===== src/hw/psc_pkg.sv =====
// package: offsets, field layout and reset value of the pad control block
package psc_pkg;
   localparam int          ADDR_W         = 8;
   localparam logic [7:0]  PAD_CTRL_OFF   = 8'h30;
   localparam logic [31:0] PAD_CTRL_RST   = 32'hFFFF_0000;
   localparam logic [31:0] PAD_CTRL_MASK  = 32'hFFFF_0000;
   localparam logic [31:0] UNMAPPED_READ  = 32'h0000_0000;
   localparam int          PORTA_LSB      = 16;
   localparam int          PORTB_LSB      = 24;
   localparam int          GROUPS         = 4;
   localparam int          PINS_PER_GROUP = 4;
   localparam int          PINS           = 16;

   // per-port pad settings, one bit per pin
   typedef struct packed {
      logic [15:0] fast_slew;
      logic [15:0] hysteresis_in;
   } psc_port_s;
endpackage : psc_pkg


===== src/hw/psc_pad_slew_config.sv =====
// pad slew and input-buffer control register with avalon-mm slave
`timescale 1ns/1ps

module psc_pad_slew_config (
   // clock and reset
   input  wire logic                       i_clk,
   input  wire logic                       i_rst_b,
   // avalon-mm slave
   input  wire logic [psc_pkg::ADDR_W-1:0] i_address,
   input  wire logic                       i_read,
   input  wire logic                       i_write,
   input  wire logic [31:0]                i_writedata,
   input  wire logic [3:0]                 i_byteenable,
   output logic      [31:0]                o_readdata,
   output logic                            o_waitrequest,
   // pad cell controls
   output psc_pkg::psc_port_s              o_porta,
   output psc_pkg::psc_port_s              o_portb
);

   logic [31:0]        ctrl_q;
   logic               ack_q;
   logic [31:0]        wmask;
   logic               hit;
   psc_pkg::psc_port_s porta_d;
   psc_pkg::psc_port_s portb_d;

   assign hit = (i_address == psc_pkg::PAD_CTRL_OFF);

   always_comb begin
      for (int b = 0; b < 4; b++) begin
         wmask[b*8 +: 8] = {8{i_byteenable[b]}};
      end
   end

   // one wait state per access: answer in the cycle after the request
   always_ff @(posedge i_clk or negedge i_rst_b) begin
      if (!i_rst_b) begin
         ack_q <= 1'b0;
      end else begin
         ack_q <= (i_read || i_write) && !ack_q;
      end
   end

   // waitrequest has its own flop, in step with ack_q, so the pin comes
   // straight from a register and not through an inverter
   always_ff @(posedge i_clk or negedge i_rst_b) begin
      if (!i_rst_b) begin
         o_waitrequest <= 1'b1;
      end else begin
         o_waitrequest <= !((i_read || i_write) && !ack_q);
      end
   end

   // write lands at the completing edge only
   always_ff @(posedge i_clk or negedge i_rst_b) begin
      if (!i_rst_b) begin
         ctrl_q <= psc_pkg::PAD_CTRL_RST;
      end else if (i_write && ack_q && hit) begin
         ctrl_q <= ((ctrl_q & ~wmask) | (i_writedata & wmask))
                   & psc_pkg::PAD_CTRL_MASK;
      end
   end

   always_ff @(posedge i_clk or negedge i_rst_b) begin
      if (!i_rst_b) begin
         o_readdata <= 32'h0000_0000;
      end else if (i_read && !ack_q) begin
         o_readdata <= hit ? ctrl_q : psc_pkg::UNMAPPED_READ;
      end
   end

   // fan each group bit out to its four pins; 1 fast/schmitt, 0 slow/cmos
   always_comb begin
      for (int g = 0; g < psc_pkg::GROUPS; g++) begin
         for (int p = 0; p < psc_pkg::PINS_PER_GROUP; p++) begin
            porta_d.fast_slew[g*4+p] =
               ctrl_q[psc_pkg::PORTA_LSB+2*g+1];
            porta_d.hysteresis_in[g*4+p] =
               ctrl_q[psc_pkg::PORTA_LSB+2*g];
            portb_d.fast_slew[g*4+p] =
               ctrl_q[psc_pkg::PORTB_LSB+2*g+1];
            portb_d.hysteresis_in[g*4+p] =
               ctrl_q[psc_pkg::PORTB_LSB+2*g];
         end
      end
   end

   // registered pad outputs, so they follow the register by one cycle
   always_ff @(posedge i_clk or negedge i_rst_b) begin
      if (!i_rst_b) begin
         o_porta <= '1;
         o_portb <= '1;
      end else begin
         o_porta <= porta_d;
         o_portb <= portb_d;
      end
   end

   // pad outputs lag ctrl_q by one cycle, so fan-out checks use $past
   reset_value_a: assert property (
      @(posedge i_clk) $rose(i_rst_b) |-> ctrl_q == psc_pkg::PAD_CTRL_RST)
      else $error("bad reset value");

   low_half_zero_a: assert property (
      @(posedge i_clk) disable iff (!i_rst_b)
      ctrl_q[15:0] == 16'h0000)
      else $error("low half not zero");

   group_fanout_a: assert property (
      @(posedge i_clk) disable iff (!i_rst_b)
      o_portb.fast_slew[15:12] == {4{$past(ctrl_q[31])}})
      else $error("group fanout wrong");

   portb_slew_a: assert property (
      @(posedge i_clk) disable iff (!i_rst_b)
      o_portb.fast_slew[3:0] == {4{$past(ctrl_q[25])}})
      else $error("port b slew wrong");

   portb_slew_g1_a: assert property (
      @(posedge i_clk) disable iff (!i_rst_b)
      o_portb.fast_slew[7:4] == {4{$past(ctrl_q[27])}})
      else $error("port b group 1 slew wrong");

   portb_hyst_a: assert property (
      @(posedge i_clk) disable iff (!i_rst_b)
      o_portb.hysteresis_in[11:8] == {4{$past(ctrl_q[28])}})
      else $error("port b buffer wrong");

   portb_hyst_g3_a: assert property (
      @(posedge i_clk) disable iff (!i_rst_b)
      o_portb.hysteresis_in[15:12] == {4{$past(ctrl_q[30])}})
      else $error("port b group 3 buffer wrong");

   porta_slew_a: assert property (
      @(posedge i_clk) disable iff (!i_rst_b)
      o_porta.fast_slew[7:4] == {4{$past(ctrl_q[19])}})
      else $error("port a slew wrong");

   porta_slew_g2_a: assert property (
      @(posedge i_clk) disable iff (!i_rst_b)
      o_porta.fast_slew[11:8] == {4{$past(ctrl_q[21])}})
      else $error("port a group 2 slew wrong");

   porta_hyst_a: assert property (
      @(posedge i_clk) disable iff (!i_rst_b)
      o_porta.hysteresis_in[15:12] == {4{$past(ctrl_q[22])}})
      else $error("port a buffer wrong");

   porta_hyst_g0_a: assert property (
      @(posedge i_clk) disable iff (!i_rst_b)
      o_porta.hysteresis_in[3:0] == {4{$past(ctrl_q[16])}})
      else $error("port a group 0 buffer wrong");

   slow_slew_a: assert property (
      @(posedge i_clk) disable iff (!i_rst_b)
      (i_write && ack_q && hit && i_byteenable[2] && !i_writedata[17])
      |-> ##2 o_porta.fast_slew[3:0] == 4'h0)
      else $error("low slew not applied");

   fast_slew_a: assert property (
      @(posedge i_clk) disable iff (!i_rst_b)
      (i_write && ack_q && hit && i_byteenable[3] && i_writedata[31])
      |-> ##2 o_portb.fast_slew[15:12] == 4'hF)
      else $error("high slew not applied");

   cmos_in_a: assert property (
      @(posedge i_clk) disable iff (!i_rst_b)
      (i_write && ack_q && hit && i_byteenable[3] && !i_writedata[24])
      |-> ##2 o_portb.hysteresis_in[3:0] == 4'h0)
      else $error("cmos input not applied");

   schmitt_in_a: assert property (
      @(posedge i_clk) disable iff (!i_rst_b)
      (i_write && ack_q && hit && i_byteenable[2] && i_writedata[22])
      |-> ##2 o_porta.hysteresis_in[15:12] == 4'hF)
      else $error("schmitt input not applied");

   lane_keep_a: assert property (
      @(posedge i_clk) disable iff (!i_rst_b)
      (i_write && ack_q && hit && !i_byteenable[3])
      |=> ctrl_q[31:24] == $past(ctrl_q[31:24]))
      else $error("disabled lane written");

   unmapped_write_a: assert property (
      @(posedge i_clk) disable iff (!i_rst_b)
      (i_write && !o_waitrequest && !hit) |=> $stable(ctrl_q))
      else $error("unmapped write landed");

   read_back_a: assert property (
      @(posedge i_clk) disable iff (!i_rst_b)
      (i_read && !o_waitrequest && hit) |-> o_readdata == $past(ctrl_q))
      else $error("read data wrong");

   unmapped_read_a: assert property (
      @(posedge i_clk) disable iff (!i_rst_b)
      (i_read && !o_waitrequest && !hit)
      |-> o_readdata == psc_pkg::UNMAPPED_READ)
      else $error("unmapped read not zero");

   bus_answer_a: assert property (
      @(posedge i_clk) disable iff (!i_rst_b)
      ((i_read || i_write) && o_waitrequest) |=> !o_waitrequest)
      else $error("no answer in one cycle");

   answer_once_a: assert property (
      @(posedge i_clk) disable iff (!i_rst_b)
      !o_waitrequest |=> o_waitrequest)
      else $error("answer longer than one cycle");

   idle_wait_a: assert property (
      @(posedge i_clk) disable iff (!i_rst_b)
      !(i_read || i_write) |=> o_waitrequest)
      else $error("answer without request");

endmodule : psc_pad_slew_config


===== config.mk =====
export PLATFORM = sky130hd
export DESIGN_NAME = psc_pad_slew_config
export DESIGN_NICKNAME = d
export VERILOG_FILES = /design/src/hw/psc_pkg.sv /design/src/hw/psc_pad_slew_config.sv
export SDC_FILE = /design/constraint.sdc
export NUM_CORES = 1
export LEC_CHECK = 0
export BUFFER_PORTS_ARGS = -buffer_cell sky130_fd_sc_hd__clkbuf_2
export CELL_PAD_IN_SITES_DETAIL_PLACEMENT = 1
export CELL_PAD_IN_SITES_GLOBAL_PLACEMENT = 1
export CORE_ASPECT_RATIO = 0.9
export CORE_UTILIZATION = 31
export CTS_CLUSTER_DIAMETER = 40
export DETAILED_ROUTE_END_ITERATION = 10
export PLACE_DENSITY_LB_ADDON = 0.1
export SETUP_SLACK_MARGIN = 0.2
export SYNTH_ARGS = -nofsm -noshare
export SYNTH_HDL_FRONTEND = slang
export SYNTH_SLANG_ARGS = --single-unit

===== constraint.sdc =====
create_clock -name i_clk -period 1.7 [get_ports i_clk]
set_input_delay 0.34 -clock i_clk [delete_from_list [all_inputs] [get_ports i_clk]]
set_output_delay 0.34 -clock i_clk [all_outputs]
set_load 0.03 [all_outputs]

# [Yosys cells after proc, flatten, opt, wreduce, memory -nomap -nowiden]
# Cells that the tools add are included.
[word_totals] register_bits=102 output_inout_bits=97 word_cells=21
[op_classes] muxes=1 n_bitwise=4 n_eq_ne=1 n_reduce_logical=7
[ops] op="$and 32x32->32" n=2
[ops] op="$mux 32" n=1
[ops] op="$not 32->32" n=1
[ops] op="$or 32x32->32" n=1
[ops] op="$eq 8x6->1 const B" n=1
[ops] op="$logic_and 1x1->1" n=4
[ops] op="$logic_not 1->1" n=2
[ops] op="$logic_or 1x1->1" n=1

# [Longest topological paths before layout]
[depth] ltp_word=3 depth_mapped=5

# [Worst setup path after synthesis]
# No wires, ideal clock.
[synth_path] path_kind="input port to flip-flop" start="in i_address[7] (netlist bit)" end="reg with a tool-made name" setup_ns=0.082 path_buffers=0 cell_stages=3 t_required_ns=1.618 setup_slack_ns=0.383 arrival_time_ns=1.235 path_cell_list="nor4_4 -> nand4_2 -> mux2_2"
[synth_rtl] item="start, declared" line="psc_pad_slew_config.sv:9" text="input wire logic [psc_pkg::ADDR_W-1:0] i_address,"

# [Worst setup path after layout]
[layout_path] start="reg o_portb[28] (netlist name)" end="out o_portb[31] (netlist bit)"
[layout_rtl] item="end, declared" line="psc_pad_slew_config.sv:18" text="output psc_pkg::psc_port_s o_portb"
# No word-level cell between the ends.

==> impl_metrics.py <==
metrics = {
    "outcome": {
        "run_status": "finished, final reports clean",
    },
    "layout": {
        "leading_cell_type_in_the_layout_fill_and_taps_excluded": "sky130_fd_sc_hd__clkbuf_2",
        "antenna-diode-count": 0,
        "drive_above_1_share": 0.6717,
        "final_cell_mix": "sky130_fd_sc_hd__clkbuf_2, sky130_fd_sc_hd__nand2_1, sky130_fd_sc_hd__dfstp_2",
        "finish.net_count": 312,
        "postLayoutCellArea_um2": 2658,
        "post_route_core_utilization": 0.3756,
        "post_layout_nonfiller_instances": 358,
        "flow.area_growth_from_synthesis_pct": 17.02,
    },
    "global_route": {
        "global_route.overflow_total": 0,
        "grt_pass1_vias": 1377,
        "global_route_wire_length_before_repair_mm": 7.127,
        "grt_start_max_net_pins": 34,
        "antenna_violations_before_repair": 0,
        "gr-usage-all-layers": 0.1216,
    },
    "synthesis": {
        "netlist-cell-type-count": 18,
        "synthesis.yosys.warnings": 0,
        "netlist.area_leader.share": 0.3818,
        "post_synth_inst_count": 195,
        "synth_area_um2": 2271,
        "yosys-top-cells-area": "sky130_fd_sc_hd__dfstp_2, sky130_fd_sc_hd__buf_4, sky130_fd_sc_hd__dfrtp_1, sky130_fd_sc_hd__mux2_2, sky130_fd_sc_hd__nand2_1",
        "synth.avg_cell_area_um2": 11.65,
        "synth_seq_area_share": 0.5691,
        "synthDominantAreaCellType": "sky130_fd_sc_hd__dfstp_2",
        "synth-seq-cells": 50,
    },
    "placement": {
        "gp_congestion": 0.6770,
        "pre_cts_ws_ns": 0.06479,
        "placed_cells": 349,
        "port_buffers": 110,
        "post-dp-hpwl_mm": 3.341,
        "placedInstanceArea_um2": 2547,
    },
    "timing": {
        "report.final.setup_viol": 0,
        "timing.final.crit_share": 0.8343,
        "worst_pin_slew_ns": 0.7117,
        "grt_setup_unrepaired": "false",
        "fmaxAchievable_mhz": 705.0,
        "worst_hold_slack_after_final_layout_ns": 0.2671,
        "hold_viol": 0,
        "final_critical_path_setup_slack_ns": 0.2816,
        "fin_setup_tns_ns": 0,
        "timing.max_slew.rel_slack": 0.5255,
        "timing.final.crit_period_ns": 1.418,
        "final_max_slew_viol_count": 0,
        "clock-skew-final_ns": 0.007546,
    },
    "setup_path": {
        "slowest_stage": "sky130_fd_sc_hd__dfstp_2",
        "setup.worst_path.end_class": "output pin",
        "worst-r2r-cell-count": 3,
        "crit_type": "reg2out",
        "cp_top_family": "flip-flops",
        "path_cells": "clkbuf_2",
        "timing.reg2reg.setup_slack_ns": 0.38,
        "crit_required_ns": 1.36,
        "worstPathBufferInverterCount": 1,
        "worst_path_largest_cell_delay_ns": 0.57,
        "timing.critical_path.from_type": "register",
        "reg2reg_from": "ack_q",
        "timing.critical_path.fanout_max": 4,
        "timing.critical_path.arrival_ns": 1.08,
    },
    "floorplan": {
        "core_region_area_um2": 7076,
        "row_count": 29,
        "die_h_um": 83.20,
        "boundaryPins": 145,
        "die_x_um": 92.22,
        "die_area_um2": 7672,
        "initial_utilization": 0.3210,
    },
    "clocking": {
        "max-clock-path-buffers": 2,
        "cts.sink_count": 50,
        "cts_inserted_buffers": 5,
        "htree_levels": 2,
        "clkSlewWorstSetupHoldPaths_ns": 0.10,
        "cts.root.buffer_cell": "sky130_fd_sc_hd__clkbuf_8",
        "cts_tree": "yes",
        "worstSkewPairLatency_ns": 0.30,
        "cts-resized-gates": 0,
        "postCtsSetupRepairBufs": 0,
    },
    "routing": {
        "vias_per_cell": 4.073,
        "wl_per_cell_um": 12.34,
        "drtAntennaViolNets": 0,
        "number_of_detailed_route_iterations_in_the_first_pass": 3,
        "drc_errors": 0,
        "drt-total-wl_mm": 4.418,
        "routed-via-count": 1458,
        "dr.first_iter.drc_count": 32,
    },
    "worst_hold_path": {
        "type_of_the_worst_min_delay_path": "in2reg",
        "worstHoldStart": "i_writedata[31]",
        "min_path_cells": 2,
    },
    "pwr": {
        "power.leakage_nw": 1.385,
        "design_power_total_mw": 2.198,
        "power_density_nw_per_um2": 827.3,
        "peakVddDrop_uv": 251.2,
    },
    "run": {
        "cap_violations": 0,
    },
}
-- cell usage after synthesis --
cell type / number
sky130_fd_sc_hd__nand2_1: 33
sky130_fd_sc_hd__inv_1: 1
sky130_fd_sc_hd__nand4_2: 2
sky130_fd_sc_hd__o21ai_1: 2
sky130_fd_sc_hd__clkbuf_1: 5
sky130_fd_sc_hd__buf_4: 64
sky130_fd_sc_hd__mux2_2: 16
sky130_fd_sc_hd__and2_1: 1
sky130_fd_sc_hd__or2_2: 1
sky130_fd_sc_hd__nor2b_1: 1
sky130_fd_sc_hd__dfstp_2: 33
sky130_fd_sc_hd__nor4_4: 1
sky130_fd_sc_hd__nand2b_1: 1
sky130_fd_sc_hd__conb_1: 1
sky130_fd_sc_hd__nor2_1: 1
sky130_fd_sc_hd__o21ai_0: 14
sky130_fd_sc_hd__and4bb_2: 1
sky130_fd_sc_hd__dfrtp_1: 17
-- kinds of logic after synthesis --
| group | share of synthesized area |
|---|---|
| muxes | 0.07934 |
| AOI/OAI and AO/OA | 0.03526 |
| buffers and inverters | 0.2215 |
| and+or+nand+nor | 0.09312 |
| other | 0.001651 |
| DFF | 0.5691 |
-- what timing repair did --
action	in CTS	in global routing
endpoints found under the setup margin	0	0
hold buffers	1	0
endpoints found under the hold margin	5	0
-- area by class of cell --
type / instances / area (um^2)
Multi-Input combinational cell: 90 / 534.3
Timing Repair Buffer: 116 / 610.6
Inverter: 1 / 3.754
Clock inverter: 2 / 17.52
Tap cell: 93 / 116.4
Clock buffer: 6 / 82.58
Fill cell: 844 / 4418
Sequential cell: 50 / 1292
-- power by group --
part / switching [mW] / internal [mW] / leakage, nW
sequential: 0.0127 / 1.22 / 0.576
clock: 0.396 / 0.336 / 0.0514
combinational: 0.172 / 0.0631 / 0.757
-- worst max-delay path by stage --
| stage | start | endpoint | slack (ns) | depth (start not counted) |
|---|---|---|---|---|
| 2_1_floorplan | i_address[7] | register | 0.38 | 3 |
| 4_1_cts | o_portb[28] | o_portb[31] | 0.26 | 1 |
| 5_1_grt | ack_q | o_readdata[31] | 0.23 | 3 |
| 3_3_place_gp | i_address[7] | register | 0.08 | 4 |
| 3_5_place_dp | i_address[7] | register | 0.06 | 4 |
| 6_report | o_portb[28] | o_portb[31] | 0.28 | 1 |
-- metal layers --
layer  up-vias  GRT usage  share of wire
met4         0    0.04688         0.0095
met3         2    0.03388          0.067
met1       702     0.1618           0.44
met2        73     0.1879           0.48
met5         -          0              0
li1        681          -              -
Power figures use the tool's default switching activity.
